--- src/shared/pulse_enc_pkg.sv ---
// Constants and carriers for the pulse command and encoder emulation block.
// Assumes a single 200 MHz core clock and synchronous active-low reset.
package pulse_enc_pkg;
   localparam int          CLK_HZ              = 200_000_000;
   localparam int          OC_MAX_PPS          = 200_000;
   localparam int          DIFF_MAX_PPS        = 500_000;
   // Shortest pulse period at the differential maximum, in cycles
   localparam int          DIFF_MIN_PERIOD_CYC = CLK_HZ / DIFF_MAX_PPS;
   localparam int          POS_WIDTH           = 32;
   localparam int          PPT_WIDTH           = 16;
   localparam int          STEP_WIDTH          = 16;
   localparam logic [15:0] PPT_RESET           = 16'h0fa0;
   localparam int          INDEX_WIDTH_CYC     = 4;
   localparam int          SYNC_STAGES         = 2;

   typedef enum logic [1:0] {
      MODE_EXT_POS = 2'h0,
      MODE_INT_POS = 2'h1,
      MODE_SPEED   = 2'h3,
      MODE_TORQUE  = 2'h2
   } control_mode_type;

   typedef struct packed {
      logic fwd_pulse_pos;
      logic fwd_pulse_neg;
      logic rev_pulse_pos;
      logic rev_pulse_neg;
   } cmd_pins_type;

   typedef struct packed {
      logic quad_a_out;
      logic quad_a_out_n;
      logic quad_b_out;
      logic quad_b_out_n;
      logic index_out;
      logic index_out_n;
      logic index_single_ended;
   } enc_pins_type;
endpackage : pulse_enc_pkg

--- src/rtl/pulse_command_encoder_emulation.sv ---
// Pulse command input counter and quadrature encoder output emulation.
// Command pins pass a two-stage synchroniser into core_clk; motor steps come from the drive core.
// Motor steps are one-cycle strobes, four to one A/B period.
// How it works
// - Forward pair pulses count as forward commands
// - Reverse pair pulses count as reverse commands
// - Differential inputs accepted up to higher rate
// - A/B emit programmed pulses per turn
// - A and B offset by quarter period
// - Phase order parameter chooses leading channel
// - One index pulse each full revolution
// - Differential index copies single-ended index
// - Command pulses only in external position mode
`timescale 1ns/10ps
module pulse_command_encoder_emulation #(
   parameter int POS_W = pulse_enc_pkg::POS_WIDTH,
   parameter int PPT_W = pulse_enc_pkg::PPT_WIDTH
) (
   input  wire logic                             core_clk,        // 200 MHz clock
   input  wire logic                             nrst,            // Sync reset, active low
   input  wire pulse_enc_pkg::control_mode_type  control_mode,    // Operating mode
   input  wire pulse_enc_pkg::cmd_pins_type      cmd_pins,        // Command pulse pins
   input  wire logic [PPT_W-1:0]                 pulses_per_turn_param, // A/B pulses per turn
   input  wire logic                             phase_order_param, // 1: A leads forward
   input  wire logic                             motor_step,      // One encoder step
   input  wire logic                             motor_step_dir,  // 1: forward step
   output pulse_enc_pkg::enc_pins_type           enc_pins,        // Emulated encoder pins
   output logic [POS_W-1:0]                      position_command // Command accumulator
);
   import pulse_enc_pkg::*;

   // Derived sizes and pair positions
   localparam int STEP_W = PPT_W + 2;
   localparam int IDX_W  = $clog2(INDEX_WIDTH_CYC + 1);
   localparam int PAIRS  = 2;
   localparam int FWD    = 1;
   localparam int REV    = 0;

   // Command pair decode and synchronisation
   logic [PAIRS-1:0] pair_level;
   logic [PAIRS-1:0] pair_rise;
   logic             ext_mode;
   logic             fwd_count;
   logic             rev_count;

   // Pair active: positive line high and negative line low
   assign pair_level[FWD] = cmd_pins.fwd_pulse_pos & ~cmd_pins.fwd_pulse_neg;
   assign pair_level[REV] = cmd_pins.rev_pulse_pos & ~cmd_pins.rev_pulse_neg;

   for (genvar g = 0; g < PAIRS; g++) begin : g_pair
      // Stage 0 feeds only the next stage
      logic [SYNC_STAGES-1:0] chain;
      logic                   prev;

      always_ff @(posedge core_clk) begin
         if (!nrst) begin
            chain <= '0;
         end else begin
            chain <= {chain[SYNC_STAGES-2:0], pair_level[g]};
         end
      end

      always_ff @(posedge core_clk) begin
         if (!nrst) begin
            prev <= 1'b0;
         end else begin
            prev <= chain[SYNC_STAGES-1];
         end
      end

      // Rising edge only, so a held level counts once
      assign pair_rise[g] = chain[SYNC_STAGES-1] & ~prev;
   end

   // Only the external position mode listens to the pins
   assign ext_mode  = (control_mode == MODE_EXT_POS);
   // Coincident edges on both pairs cancel
   assign fwd_count = pair_rise[FWD] & ~pair_rise[REV] & ext_mode;
   assign rev_count = pair_rise[REV] & ~pair_rise[FWD] & ext_mode;

   // Position command accumulator, wraps in two's complement
   always_ff @(posedge core_clk) begin
      if (!nrst) begin
         position_command <= '0;
      end else if (fwd_count) begin
         position_command <= position_command + POS_W'(1);
      end else if (rev_count) begin
         position_command <= position_command - POS_W'(1);
      end
   end

   // Motor position within the turn, in quarter-period steps
   logic [STEP_W-1:0] steps_per_turn;
   logic [STEP_W-1:0] last_step;
   logic [STEP_W-1:0] step_in_turn;
   logic              step_fwd;
   logic              step_rev;
   logic              wrap_fwd;
   logic              wrap_rev;
   logic              turn_done;

   assign steps_per_turn = {pulses_per_turn_param, 2'b00};
   assign last_step      = steps_per_turn - STEP_W'(1);
   // Step strobes split by direction
   assign step_fwd       = motor_step & motor_step_dir;
   assign step_rev       = motor_step & ~motor_step_dir;

   // At or past the boundary, so a smaller count still wraps
   assign wrap_fwd  = step_fwd & (step_in_turn >= last_step);
   assign wrap_rev  = step_rev & (step_in_turn == '0);
   // Index marks the boundary crossing in either direction
   assign turn_done = wrap_fwd | wrap_rev;

   always_ff @(posedge core_clk) begin
      if (!nrst) begin
         step_in_turn <= '0;
      end else if (wrap_fwd) begin
         step_in_turn <= '0;
      end else if (wrap_rev) begin
         step_in_turn <= last_step;
      end else if (step_fwd) begin
         step_in_turn <= step_in_turn + STEP_W'(1);
      end else if (step_rev) begin
         step_in_turn <= step_in_turn - STEP_W'(1);
      end
   end

   // Quadrature phase walks a Gray path; one step is one quarter period
   typedef enum logic [1:0] {
      QUAD_00 = 2'h0,
      QUAD_01 = 2'h1,
      QUAD_11 = 2'h3,
      QUAD_10 = 2'h2
   } quad_state_type;

   quad_state_type quad_state;
   quad_state_type quad_ahead;
   quad_state_type quad_behind;

   always_comb begin
      unique case (quad_state)
         QUAD_00: begin
            quad_ahead  = QUAD_01;
            quad_behind = QUAD_10;
         end
         QUAD_01: begin
            quad_ahead  = QUAD_11;
            quad_behind = QUAD_00;
         end
         QUAD_11: begin
            quad_ahead  = QUAD_10;
            quad_behind = QUAD_01;
         end
         QUAD_10: begin
            quad_ahead  = QUAD_00;
            quad_behind = QUAD_11;
         end
      endcase
   end

   always_ff @(posedge core_clk) begin
      if (!nrst) begin
         quad_state <= QUAD_00;
      end else if (step_fwd) begin
         quad_state <= quad_ahead;
      end else if (step_rev) begin
         quad_state <= quad_behind;
      end
   end

   // Index pulse of fixed width; a new boundary restarts it
   logic [IDX_W-1:0] index_cnt;

   always_ff @(posedge core_clk) begin
      if (!nrst) begin
         index_cnt <= '0;
      end else if (turn_done) begin
         index_cnt <= IDX_W'(INDEX_WIDTH_CYC);
      end else if (index_cnt != '0) begin
         index_cnt <= index_cnt - IDX_W'(1);
      end
   end

   // Low state bit rises first on a forward step
   logic lead_line;
   logic lag_line;
   logic line_a;
   logic line_b;
   logic index_level;

   assign lead_line   = quad_state[0];
   assign lag_line    = quad_state[1];

   // Phase order picks which output carries the leading line
   assign line_a      = phase_order_param ? lead_line : lag_line;
   assign line_b      = phase_order_param ? lag_line : lead_line;
   assign index_level = (index_cnt != '0);

   // Outputs straight from flip-flops; each pair holds true and inverse
   always_ff @(posedge core_clk) begin
      if (!nrst) begin
         enc_pins.quad_a_out         <= 1'b0;
         enc_pins.quad_a_out_n       <= 1'b1;
         enc_pins.quad_b_out         <= 1'b0;
         enc_pins.quad_b_out_n       <= 1'b1;
         enc_pins.index_single_ended <= 1'b0;
         enc_pins.index_out          <= 1'b0;
         enc_pins.index_out_n        <= 1'b1;
      end else begin
         enc_pins.quad_a_out         <= line_a;
         enc_pins.quad_a_out_n       <= ~line_a;
         enc_pins.quad_b_out         <= line_b;
         enc_pins.quad_b_out_n       <= ~line_b;
         enc_pins.index_single_ended <= index_level;
         enc_pins.index_out          <= index_level;
         enc_pins.index_out_n        <= ~index_level;
      end
   end
endmodule : pulse_command_encoder_emulation

--- config.mk ---
export PLATFORM = sky130hd
export DESIGN_NAME = pulse_command_encoder_emulation
export DESIGN_NICKNAME = d
export VERILOG_FILES = /design/src/shared/pulse_enc_pkg.sv /design/src/rtl/pulse_command_encoder_emulation.sv
export SDC_FILE = /design/constraint.sdc
export NUM_CORES = 1
export LEC_CHECK = 0
export ABC_AREA = 1
export BUFFER_PORTS_ARGS = -buffer_cell sky130_fd_sc_hd__buf_2
export CAP_MARGIN = 10
export CELL_PAD_IN_SITES_DETAIL_PLACEMENT = 1
export CELL_PAD_IN_SITES_GLOBAL_PLACEMENT = 1
export CORE_UTILIZATION = 45
export DETAILED_ROUTE_END_ITERATION = 12
export GPL_ROUTABILITY_DRIVEN = 0
export PLACE_DENSITY = 0.95
export SYNTH_ARGS = -nofsm -noshare
export SYNTH_HDL_FRONTEND = slang
export SYNTH_SLANG_ARGS = --single-unit
--- constraint.sdc ---
create_clock -name core_clk -period 8.1 [get_ports core_clk]
set_input_delay 0.81 -clock core_clk [delete_from_list [all_inputs] [get_ports core_clk]]
set_output_delay 0.81 -clock core_clk [all_outputs]
set_load 0.02 [all_outputs]
=== Yosys cells after proc, flatten, opt, wreduce, memory -nomap -nowiden ===
Index checks and enable logic that the tools add are counted.

* Bits in registers: 67
* Output and inout port bits: 39

* Add/subtract/negate cells: 6
* Magnitude comparators: 1
* Equal/unequal tests: 3
* Multiplexer cells: 13
* Bitwise gates (word level): 24
* Reductions and logical operators: 10

{| class="wikitable"
|+ Operators by type and width
! kind !! count
|-
| $mux W32 || 2
|-
| $mux W18 || 3
|-
| $sub A18 B1 Y18 const B || 2
|-
| $add A32 B1 Y32 const B || 1
|-
| $sub A32 B1 Y32 const B || 1
|-
| $add A18 B1 Y18 const B || 1
|-
| $ge A18 B18 Y1 || 1
|-
| $logic_not A18 Y1 || 1
|-
| $pmux W2 S4 || 2
|-
| $and A1 B1 Y1 || 12
|-
| $not A1 Y1 || 11
|-
| $mux W3 || 2
|-
| $reduce_bool A2 Y1 || 3
|-
| $reduce_bool A3 Y1 || 2
|-
| $eq A2 B2 Y1 const B || 2
|-
| $logic_not A2 Y1 || 2
|-
| $mux W2 || 2
|-
| $reduce_or A2 Y1 || 2
|-
| $sub A3 B1 Y3 const B || 1
|-
| $eq A2 B1 Y1 const B || 1
|-
| $mux W1 || 2
|-
| $or A1 B1 Y1 || 1
|}

=== Depth between registers and ports, before layout ===
Gate-level depths: netlist of run 1.

* Depth after elaboration: 7
* Depth in mapped cells: 19
* Mapped depth without buffers: 18

=== Least setup slack after synthesis of run 1 ===
Ideal clock, no wire load.

* Kind: input -> register
* From: in pulses_per_turn_param[0]
* To: reg step_in_turn[2]
* Library setup time: 0.128 ns
* Data arrival time: 2.964 ns
* Data required time: 7.972 ns
* Slack: 5.009 ns
* Cell stages on the path: 19
* Path buffers: 1
* Path through: inv_1 -> ha_1 -> inv_1 -> nor3_1 -> nand2_1 -> or2_2 -> nand2_1 -> inv_1 -> ha_1 -> nand2_1 -> inv_1 -> nand3_1 -> nor2_1 -> nand4_1 -> nand3_1 -> nand2_1 -> nand2_1 -> clkbuf_1 -> nor2_1

* Word-level cells in the longest chain between the ends: 4
* Elaborated cells on any way between the ends: 5
* Classes of those cells: add/sub: 1; order compare: 1; mux: 1; bitwise: 1; reduce/logical: 1

{| class="wikitable"
|+ RTL lines
! what !! line !! RTL
|-
| start: declaration || pulse_command_encoder_emulation.sv:23 || <nowiki>input wire logic [PPT_W-1:0] pulses_per_turn_param,</nowiki>
|-
| $sub A18 B1 Y18 (*) || pulse_command_encoder_emulation.sv:103 || <nowiki>assign last_step = steps_per_turn - STEP_W'(1);</nowiki>
|-
| $ge A18 B18 Y1 || pulse_command_encoder_emulation.sv:109 || <nowiki>assign wrap_fwd = step_fwd & (step_in_turn >= last_step);</nowiki>
|-
| $and A1 B1 Y1 || pulse_command_encoder_emulation.sv:109 ||
|-
| $reduce_or A2 Y1 (no line) || -- ||
|-
| end signal: assignment || pulse_command_encoder_emulation.sv:120 || <nowiki>step_in_turn <= last_step;</nowiki>
|-
| end signal: assignment || pulse_command_encoder_emulation.sv:122 || <nowiki>step_in_turn <= step_in_turn + STEP_W'(1);</nowiki>
|-
| end signal: assignment || pulse_command_encoder_emulation.sv:124 || <nowiki>step_in_turn <= step_in_turn - STEP_W'(1);</nowiki>
|-
| end: declaration || pulse_command_encoder_emulation.sv:95 || <nowiki>logic [STEP_W-1:0] step_in_turn;</nowiki>
|}

Mark *: on every way between the ends. The rest lies on a longest branch, timed or not.
A chain may end at the register's enable or synchronous reset.

=== Worst setup path in the final report of run 1 ===
* From: in pulses_per_turn_param[0]
* To: reg index_cnt[0]

* Word-level cells in the longest chain between the ends: 5

{| class="wikitable"
|+ RTL lines
! what !! line !! RTL
|-
| $sub A18 B1 Y18 || pulse_command_encoder_emulation.sv:103 ||
|-
| $ge A18 B18 Y1 || pulse_command_encoder_emulation.sv:109 ||
|-
| $and A1 B1 Y1 || pulse_command_encoder_emulation.sv:109 ||
|-
| $or A1 B1 Y1 || pulse_command_encoder_emulation.sv:112 || <nowiki>assign turn_done = wrap_fwd | wrap_rev;</nowiki>
|-
| $reduce_or A2 Y1 (no line) || -- ||
|-
| end signal: assignment || pulse_command_encoder_emulation.sv:178 || <nowiki>index_cnt <= IDX_W'(INDEX_WIDTH_CYC);</nowiki>
|-
| end signal: assignment || pulse_command_encoder_emulation.sv:180 || <nowiki>index_cnt <= index_cnt - IDX_W'(1);</nowiki>
|-
| end: declaration || pulse_command_encoder_emulation.sv:172 || <nowiki>logic [IDX_W-1:0] index_cnt;</nowiki>
|}

Every way passes these cells.

==> impl_metrics.json, run 1 <==
{
  "status": "complete, no violations",
  "cts_hold_buffers": 0,
  "seq_area_frac_synth": 0.208,
  "drt-pass1-iter-count": 5,
  "cts-htree-levels": 3,
  "worstReg2RegEnd": "position_command[16]",
  "synth_xor_area_frac": 0.0420,
  "synth_largest_area_cell": "dfxtp_1",
  "r2r_slack_ns": 5.12,
  "clk-insertion-delay-late_ns": 0.36,
  "synth_compound_area_frac": 0.144,
  "numPlacedInstances": 1322,
  "cp-start-kind": "input port",
  "cts-buffers-inserted": 9,
  "finalSetupViolCount": 0,
  "drive_above_1_share": 0.0838,
  "period_needed_ns": 3.83,
  "nFillCells": 2004,
  "ant_nets": 0,
  "final.setup_skew_ns": 0.00974,
  "totalWireLength_um": 22200,
  "cpMaxStageDelayCell": "nand2_1",
  "synthDistinctLibCells": 32,
  "whs_endpoint": "g_pair[1].chain[1]",
  "viasPerCell": 5.44,
  "place_hpwl_um": 16900,
  "cts-root-buf": "clkbuf_16",
  "pin_count": 66,
  "multi_input_area_mm2": 0.00432,
  "finalPower_mw": 1.47,
  "critical-path-top-delay-family": "simple AND/OR/NAND/NOR gates",
  "mappedNetlistNets": 1187,
  "synth_edf_count": 0,
  "holdPathStages": 2,
  "ctsResizeCount": 0,
  "cp.arrival_ns": 4.09,
  "cellLeakagePower_nw": 4.41,
  "synth_fa_ha_area_frac": 0.132,
  "crit_chain": "buf_2 > inv_1 > ha_1 > inv_1 > nor3_1 > nand2_1 > or2_2 > nand2_1 > inv_1 > ha_1 > nand2_1 > inv_1 > o21ai_0 > a21oi_1 > nor2_1 > nand3_1 > nand2_1 > nand2_1 > nor3_1",
  "grt_pass1_wl_um": 36500,
  "drc_errors": 0,
  "syn-instance-count": 1093,
  "cts.clk_slew.worst_paths_ns": 0.06,
  "final_cells": 1339,
  "syn-cell-area_mm2": 0.00646,
  "cap_violations": 0,
  "synth_mux_area_frac": 0,
  "track_usage": 0.316,
  "vias": 7284,
  "tns_ns": 0,
  "rsz0062_at_grt": "false",
  "ys.flop_type": "dfxtp_1",
  "place_ws_ns": 4.08,
  "finalHoldViolCount": 0,
  "die_x_um": 122,
  "hold_ws_ns": 0.432,
  "peakVddDrop_v": 0.000169,
  "clock_path_buffers": 2,
  "reg2reg_from": "g_pair[1].chain[1]",
  "port_buffers": 65,
  "max_freq_ghz": 0.261,
  "holdCritStartpoint": "g_pair[1].chain[0]",
  "max_slew_margin": 0.339,
  "drv_slew": 0,
  "p_per_area_mw_per_mm2": 203,
  "grt_max_degree": 53,
  "antenna_found_initial": 1,
  "yosysTopAreaCellShare": 0.208,
  "fin_crit_sh": 0.473,
  "ff2ff_path_depth": 16,
  "hp-class": "flop to flop",
  "end_kind": "flop",
  "drtIter0Drc": 284,
  "worstPathRequired_ns": 8.36,
  "critPathKind": "input port to flop",
  "ys_ff_latch": 67,
  "worst_slack_ns": 4.27,
  "row_count": 43,
  "synth_top_family_by_area": "simple AND/OR/NAND/NOR gates",
  "postCtsSetupBuffers": 0,
  "synthArstFlopShare": 0,
  "avgSynthCellArea_um2": 5.91,
  "layout.nets": 1247,
  "crit_start": "pulses_per_turn_param[0]",
  "core_mm2": 0.0139,
  "crit_top_cell": "nand2_1",
  "die-area_mm2": 0.0148,
  "slowest_delay_ns": 0.43,
  "tightest_slew_ns": 0.992,
  "cts_tree": "done",
  "synthToLayoutAreaGrowth_pct": 12.2,
  "first_global_vias": 7684,
  "synthSimpleGateAreaFrac": 0.351,
  "grt_overflow": 0,
  "cts.sinks": 67,
  "cp_max_fo": 11,
  "yosys_warnings": 0,
  "start_util": 0.464,
  "yosys-top-cells-area": "dfxtp_1, nand2_1, ha_1",
  "drt-wirelength-per-cell_um": 16.6,
  "critPathBufInv": 5,
  "regArea_mm2": 0.00134,
  "die_h_um": 122
}
[sequential cells by signal, summed over array words and instances (netlist names)]
signal            cells
enc_pins              6
g_pair.chain          4
g_pair.prev           2
index_cnt             3
position_command     32
quad_state            2
step_in_turn         18
[per-layer routing]
metal | part of all wire | global-route usage
met3 | 0.041 | 0.0618
met5 | 0 | 0
met4 | 0.048 | 0.197
met1 | 0.40 | 0.330
met2 | 0.51 | 0.576
[placed cells by master (no fill, tap or decap), types with 4 or more instances in the layout]
cell type	netlist	layout
a21o_1	5	5
a21oi_1	76	76
buf_2	0	65
clkbuf_16	0	9
dfxtp_1	67	67
ha_1	65	65
inv_1	192	192
nand2_1	311	311
nand3_1	88	88
nand3b_1	4	4
nand4_1	8	8
nor2_1	108	108
nor3_1	10	10
o211ai_1	4	4
o21ai_0	58	58
o21ai_1	5	5
o21bai_1	18	18
or2_2	8	8
xnor2_1	6	6
xor2_1	25	25
[Yosys cell counts (4+ instances only)]
cell      count
or2_2         8
nor3_1       10
o21bai_1     18
nor2_1      108
clkbuf_1     15
nand3_1      88
o21ai_0      58
a21o_1        5
a21oi_1      76
o21ai_1       5
nand4_1       8
xnor2_1       6
ha_1         65
xor2_1       25
nand3b_1      4
dfxtp_1      67
o211ai_1      4
inv_1       192
nand2_1     311
[worst max-delay path by stage]
stage | end | slack, ns | depth (start not counted)
after floorplan | step_in_turn[2] | 5.01 | 19
after CTS | index_cnt[0] | 4.35 | 19
after detailed placement | index_cnt[0] | 4.08 | 19
after global placement | index_cnt[0] | 4.43 | 19
final | index_cnt[0] | 4.27 | 19
after global routing | index_cnt[0] | 3.96 | 19
[cell families (layout without fill, tap and decap cells)]
group,Yosys count,in the layout
other,0,1
adder cells (fa/ha/maj),67,67
XOR/XNOR,31,31
buffers and inverters,212,277
AO/OA/AOI/OAI,171,171
flip-flops,67,67
AND/OR/NAND/NOR,545,545
[area by class of cell]
cell class                      instances  area share
Multi-Input combinational cell        814       0.596
Sequential cell                        67       0.185
Inverter                              194       0.100
Timing Repair Buffer                   67      0.0469
Clock buffer                           10      0.0316
Tap cell                              180      0.0311
Clock inverter                          6     0.00897
Antenna cell                            1    0.000345
[worst register-to-register path, cell delays in order (launching register included)]
cell	delay, ns
dfxtp_1	0.35
inv_1	0.05
nor2_1	0.10
inv_1	0.08
nor3_1	0.19
inv_1	0.07
buf_4	0.26
ha_1	0.48
nand2_1	0.14
nor2_1	0.24
inv_1	0.11
nor3_1	0.27
nand2_1	0.12
nand2_1	0.11
xor2_1	0.19
o21bai_1	0.08
inv_1	0.07
[metrics by stage]
stage / util / instance area, um2
3_5_place_dp: 0.499 / 6960
5_1_grt: 0.520 / 7250
4_1_cts: 0.520 / 7250
3_3_place_gp: 0.499 / 6960
2_1_floorplan: - / 6460
6_report: 0.520 / 7250
[report_power, final]
part | total [mW] | leakage, nW | internal [mW] | switching (mW)
Clock | 0.408 | 0.143 | 0.239 | 0.169
Sequential | 0.404 | 0.548 | 0.366 | 0.0378
Combinational | 0.658 | 3.72 | 0.223 | 0.435
Total | 1.47 | 4.41 | 0.828 | 0.642
(Power assumes the default switching activity.)
==> run 2, diff against run 1 <==
Settings changed: CORE_UTILIZATION 45 to 42, PLACE_DENSITY 0.95 to 0.9.
Clock period 8.1 ns to 3.6 ns, I/O delays scaled along.
==> run 2 against run 1 <==
Effect of this change:
- register-to-register slack got worse by 4.4 ns
- final area grew 0.45%
- first-iteration DRC count is 7.4% lower
- via count decreased by 0.43%
- hold slack got worse by 0.28 ns
- sequential cell count unchanged
- global-route usage down 3.8 points
- count of clock-buffer cells in the layout fell by 1
- largest cell class unchanged
==> impl_metrics.json, run 2 (synthesized netlist as in run 1, its figures left out) <==
{
  "synthToLayoutAreaGrowth_pct": 12.7,
  "place_ws_ns": 0.554,
  "tightest_slew_ns": 0.947,
  "cts_hold_buffers": 0,
  "crit_start": "pulses_per_turn_param[0]",
  "cp-start-kind": "input port",
  "hold_ws_ns": 0.152,
  "grt_pass1_wl_um": 35600,
  "finalHoldViolCount": 0,
  "track_usage": 0.277,
  "critPathBufInv": 5,
  "cellLeakagePower_nw": 4.42,
  "r2r_slack_ns": 0.70,
  "place_hpwl_um": 16300,
  "core_mm2": 0.0148,
  "critPathKind": "input port to flop",
  "end_kind": "flop",
  "crit_top_cell": "nand2_1",
  "die_h_um": 126,
  "peakVddDrop_v": 0.000242,
  "row_count": 44,
  "cts.clk_slew.worst_paths_ns": 0.06,
  "rsz0062_at_grt": "false",
  "nFillCells": 2121,
  "final_common_cell": "nand2_1",
  "clk-insertion-delay-late_ns": 0.35,
  "ctsResizeCount": 0,
  "max_slew_margin": 0.369,
  "p_per_area_mw_per_mm2": 453,
  "postCtsSetupBuffers": 0,
  "placed_cell_area_mm2": 0.00698,
  "grt_overflow": 0,
  "drive_above_1_share": 0.0870,
  "drt-wirelength-per-cell_um": 15.8,
  "slowest_delay_ns": 0.32,
  "finalPower_mw": 3.30,
  "die_x_um": 126,
  "fin_area_mm2": 0.00728,
  "tns_ns": 0,
  "antenna_found_initial": 0,
  "status": "complete, no violations",
  "period_needed_ns": 2.96,
  "pin_count": 66,
  "totalWireLength_um": 21300,
  "final_cell_mix": "nand2_1, inv_1, nor2_1, nand3_1, a21oi_1",
  "reg2reg_from": "g_pair[1].chain[1]",
  "viasPerCell": 5.39,
  "die-area_mm2": 0.0159,
  "vias": 7253,
  "multi_input_area_mm2": 0.00432,
  "cap_violations": 0,
  "critical-path-top-delay-family": "simple AND/OR/NAND/NOR gates",
  "regMostFlops": "position_command",
  "drtIter0Drc": 263,
  "port_buffers": 65,
  "numPlacedInstances": 1329,
  "finalSetupViolCount": 0,
  "utilization": 0.494,
  "hp-class": "input port to flop",
  "start_util": 0.438,
  "crit_chain": "buf_2 > inv_1 > ha_1 > inv_1 > nor3_1 > nand2_1 > or2_2 > nand2_1 > inv_1 > ha_1 > nand2_1 > inv_1 > o21ai_0 > a21oi_1 > nor2_1 > nand3_1 > nand2_1 > nand2_1 > a21oi_1",
  "ant_nets": 0,
  "cp_max_fo": 11,
  "largest_reg_flops": 32,
  "grt_max_degree": 53,
  "worst_slack_ns": 0.643,
  "cts-root-buf": "clkbuf_16",
  "layout.nets": 1250,
  "first_global_vias": 7494,
  "cts_tree": "done",
  "cts-buffers-inserted": 9,
  "drt-pass1-iter-count": 4,
  "drv_slew": 0,
  "max_freq_ghz": 0.338,
  "worstPathRequired_ns": 3.87,
  "holdCritStartpoint": "cmd_pins[0]",
  "cts-htree-levels": 3,
  "diodes": 0,
  "final_cells": 1345,
  "final.setup_skew_ns": 0.00542,
  "biggestRegsByFlops": "position_command (32), step_in_turn (18), enc_pins (6)",
  "cp.arrival_ns": 3.23,
  "clock_path_buffers": 2,
  "drc_errors": 0,
  "cts.sinks": 67,
  "regArea_mm2": 0.00134,
  "fin_crit_sh": 0.821,
  "cpMaxStageDelayCell": "nor3_1"
}
==> run 2: layout make-up <==
type / instances / area share
clock buffer: 9 / 0.0309
clock inverter: 7 / 0.0105
inverter: 194 / 0.100
multi-input combinational: 814 / 0.593
sequential: 67 / 0.184
tap: 184 / 0.0316
timing repair buffer: 70 / 0.0498
==> run 2: worst paths after layout <==
check	depth (start not counted)	end
setup / recovery	19	step_in_turn[11]
hold / removal	2	g_pair[0].chain[0]
setup reg to reg	19	position_command[22]
hold reg to reg	2	g_pair[1].chain[1]
==> run 2: worst reg2reg max path, delay by kind of cell (launching register included) <==
| family | cells | cell delay [ns] |
|---|---|---|
| AOI/OAI and AO/OA | 1 | 0.23 |
| and+or+nand+nor | 12 | 1.32 |
| adders and majority gates | 1 | 0.44 |
| DFF | 1 | 0.32 |
| buffers and inverters | 5 | 0.47 |
==> run 2: per-layer routing <==
metal / GRT usage / wire [um] / share of wire / vias to the layer above
met4: 0.110 / 665 / 0.031 / 0
li1: - / - / - / 3599
met5: 0 / 0 / 0 / -
met2: 0.519 / 10900 / 0.51 / 130
met3: 0.0408 / 664 / 0.031 / 58
met1: 0.313 / 9010 / 0.42 / 3466
==> run 2: power breakdown <==
| group | switching [mW] | internal [mW] |
|---|---|---|
| Combinational | 0.965 | 0.503 |
| Sequential | 0.0858 | 0.823 |
| Clock | 0.380 | 0.539 |
| Total | 1.43 | 1.87 |
==> run 3, diff against run 2 <==
Settings changed: CORE_UTILIZATION 42 to 38, PLACE_DENSITY 0.9 to 0.86.
Clock period 3.6 ns to 2.7 ns, I/O delays scaled along.
==> run 3 against run 2 <==
Effect of this change:
- routed wire length up 9.5%
- sequential cell count unchanged
- utilization down 1.6 points
- cell count up 4.6%
- power up 37%
- critical path type is now flop to flop
- critical endpoint is now position_command[31]
- largest power group unchanged
- highest routed layer unchanged
==> impl_metrics.json, run 3 (synthesized netlist as in run 1, its figures left out) <==
{
  "holdCritStartpoint": "cmd_pins[2]",
  "multi_input_area_mm2": 0.00468,
  "drt-pass1-iter-count": 5,
  "grt_overflow": 0,
  "drtIter0Drc": 351,
  "cts.clk_slew.worst_paths_ns": 0.06,
  "totalWireLength_um": 23300,
  "cp.arrival_ns": 2.92,
  "synthToLayoutAreaGrowth_pct": 22.5,
  "pin_count": 66,
  "die_h_um": 132,
  "vias": 7427,
  "clk-insertion-delay-late_ns": 0.36,
  "cts-root-buf": "clkbuf_16",
  "ff2ff_path_depth": 17,
  "regArea_mm2": 0.00134,
  "layout.nets": 1276,
  "critPathKind": "flop to flop",
  "cts_hold_buffers": 0,
  "place_hpwl_um": 17000,
  "first_global_vias": 7642,
  "final_common_cell": "nand2_1",
  "max_freq_ghz": 0.374,
  "cellLeakagePower_nw": 4.59,
  "row_count": 47,
  "port_buffers": 65,
  "max_slew_margin": 0.654,
  "finalHoldViolCount": 0,
  "holdPathStages": 2,
  "ant_nets": 0,
  "utilization": 0.477,
  "status": "complete, no violations",
  "whs_endpoint": "g_pair[1].chain[0]",
  "grt_max_degree": 52,
  "worst_slack_ns": 0.0236,
  "antenna_found_initial": 0,
  "start_util": 0.390,
  "cap_violations": 0,
  "crit_top_cell": "nand2_1",
  "reg2reg_from": "g_pair[1].chain[1]",
  "largest_reg_flops": 32,
  "critPathBufInv": 5,
  "hp-class": "input port to flop",
  "crit_chain": "inv_1 > nor2_1 > inv_1 > nor3_2 > inv_1 > buf_12 > buf_4 > ha_4 > nand2_1 > nor2_2 > nand2_1 > nor2_2 > nand2_1 > nand2_1 > nand2_1 > a21oi_2 > nor2_1",
  "drc_errors": 0,
  "diodes": 0,
  "slowest_delay_ns": 0.33,
  "die_x_um": 132,
  "cts.sinks": 67,
  "cpMaxStageDelayCell": "dfxtp_1",
  "fin_crit_sh": 0.991,
  "die-area_mm2": 0.0175,
  "final.setup_skew_ns": 0.0123,
  "hold_ws_ns": 0.0655,
  "drive_above_1_share": 0.170,
  "core_mm2": 0.0166,
  "grt_pass1_wl_um": 35700,
  "biggestRegsByFlops": "position_command (32), step_in_turn (18), enc_pins (6)",
  "cp-start-kind": "flop",
  "track_usage": 0.253,
  "p_per_area_mw_per_mm2": 572,
  "finalSetupViolCount": 0,
  "cts-htree-levels": 3,
  "tightest_slew_ns": 0.517,
  "drv_slew": 0,
  "cts-buffers-inserted": 9,
  "r2r_slack_ns": 0.02,
  "drt-wirelength-per-cell_um": 16.6,
  "final_cell_mix": "nand2_1, inv_1, nor2_1, nand3_1, dfxtp_1",
  "cts_tree": "done",
  "place_ws_ns": -0.121,
  "clock_path_buffers": 2,
  "regMostFlops": "position_command",
  "worst-path-stages": 17,
  "critical-path-top-delay-family": "simple AND/OR/NAND/NOR gates",
  "peakVddDrop_v": 0.000347,
  "period_needed_ns": 2.68,
  "nFillCells": 2303,
  "worstReg2RegEnd": "position_command[31]",
  "cp_max_fo": 26,
  "worstPathRequired_ns": 2.95,
  "rsz0062_at_grt": "true",
  "viasPerCell": 5.28,
  "end_kind": "flop"
}
## run 3: report_power, final
| group | switching (mW) | total [mW] | internal, mW |
|---|---|---|---|
| clock network | 0.526 | 1.26 | 0.731 |
| registers | 0.114 | 1.21 | 1.10 |
| logic | 1.32 | 2.06 | 0.739 |
## run 3: cell type report
class	instances	share of cell area
Tap cell	220	0.0348
Clock inverter	7	0.0106
Multi-Input combinational cell	814	0.591
Inverter	194	0.0920
Sequential cell	67	0.169
Clock buffer	9	0.0284
Timing Repair Buffer	96	0.0737
## run 3: worst max path at each step
stage,startpoint,to,slack [ns]
2_1_floorplan,pulses_per_turn_param[0],step_in_turn[2],0.15
3_5_place_dp,pulses_per_turn_param[0],index_cnt[0],-0.12
4_1_cts,g_pair[1].chain[1],position_command[31],0.05
5_1_grt,g_pair[1].chain[1],position_command[26],-0.15
6_report,g_pair[1].chain[1],position_command[31],0.02
3_3_place_gp,control_mode[1],position_command[31],0.05
## run 3: per-stage QoR
stage	power (mW)	instance area (um2)	setup TNS [ns]	cells
CTS	4.44	7530	0	1403
global placement	3.08	7220	0	1387
global route	4.86	7920	-1.43	1407
detailed placement	3.16	7220	-2.07	1387
finish	4.53	7920	0	1407
floorplan	2.60	6460	0	1093
## run 3: timing repair
action / CTS / global route
pin swaps: 0 / 9
gates resized for setup: 2 / 84
setup buffers: 0 / 4
endpoints found under the setup margin: 1 / 35
## run 3: per-layer routing
layer | up-vias | routed length, um | global-route usage
li1 | 3645 | - | -
met2 | 161 | 12000 | 0.468
met3 | 81 | 776 | 0.0346
met1 | 3540 | 9550 | 0.283
met5 | - | 0 | 0
met4 | 0 | 990 | 0.125
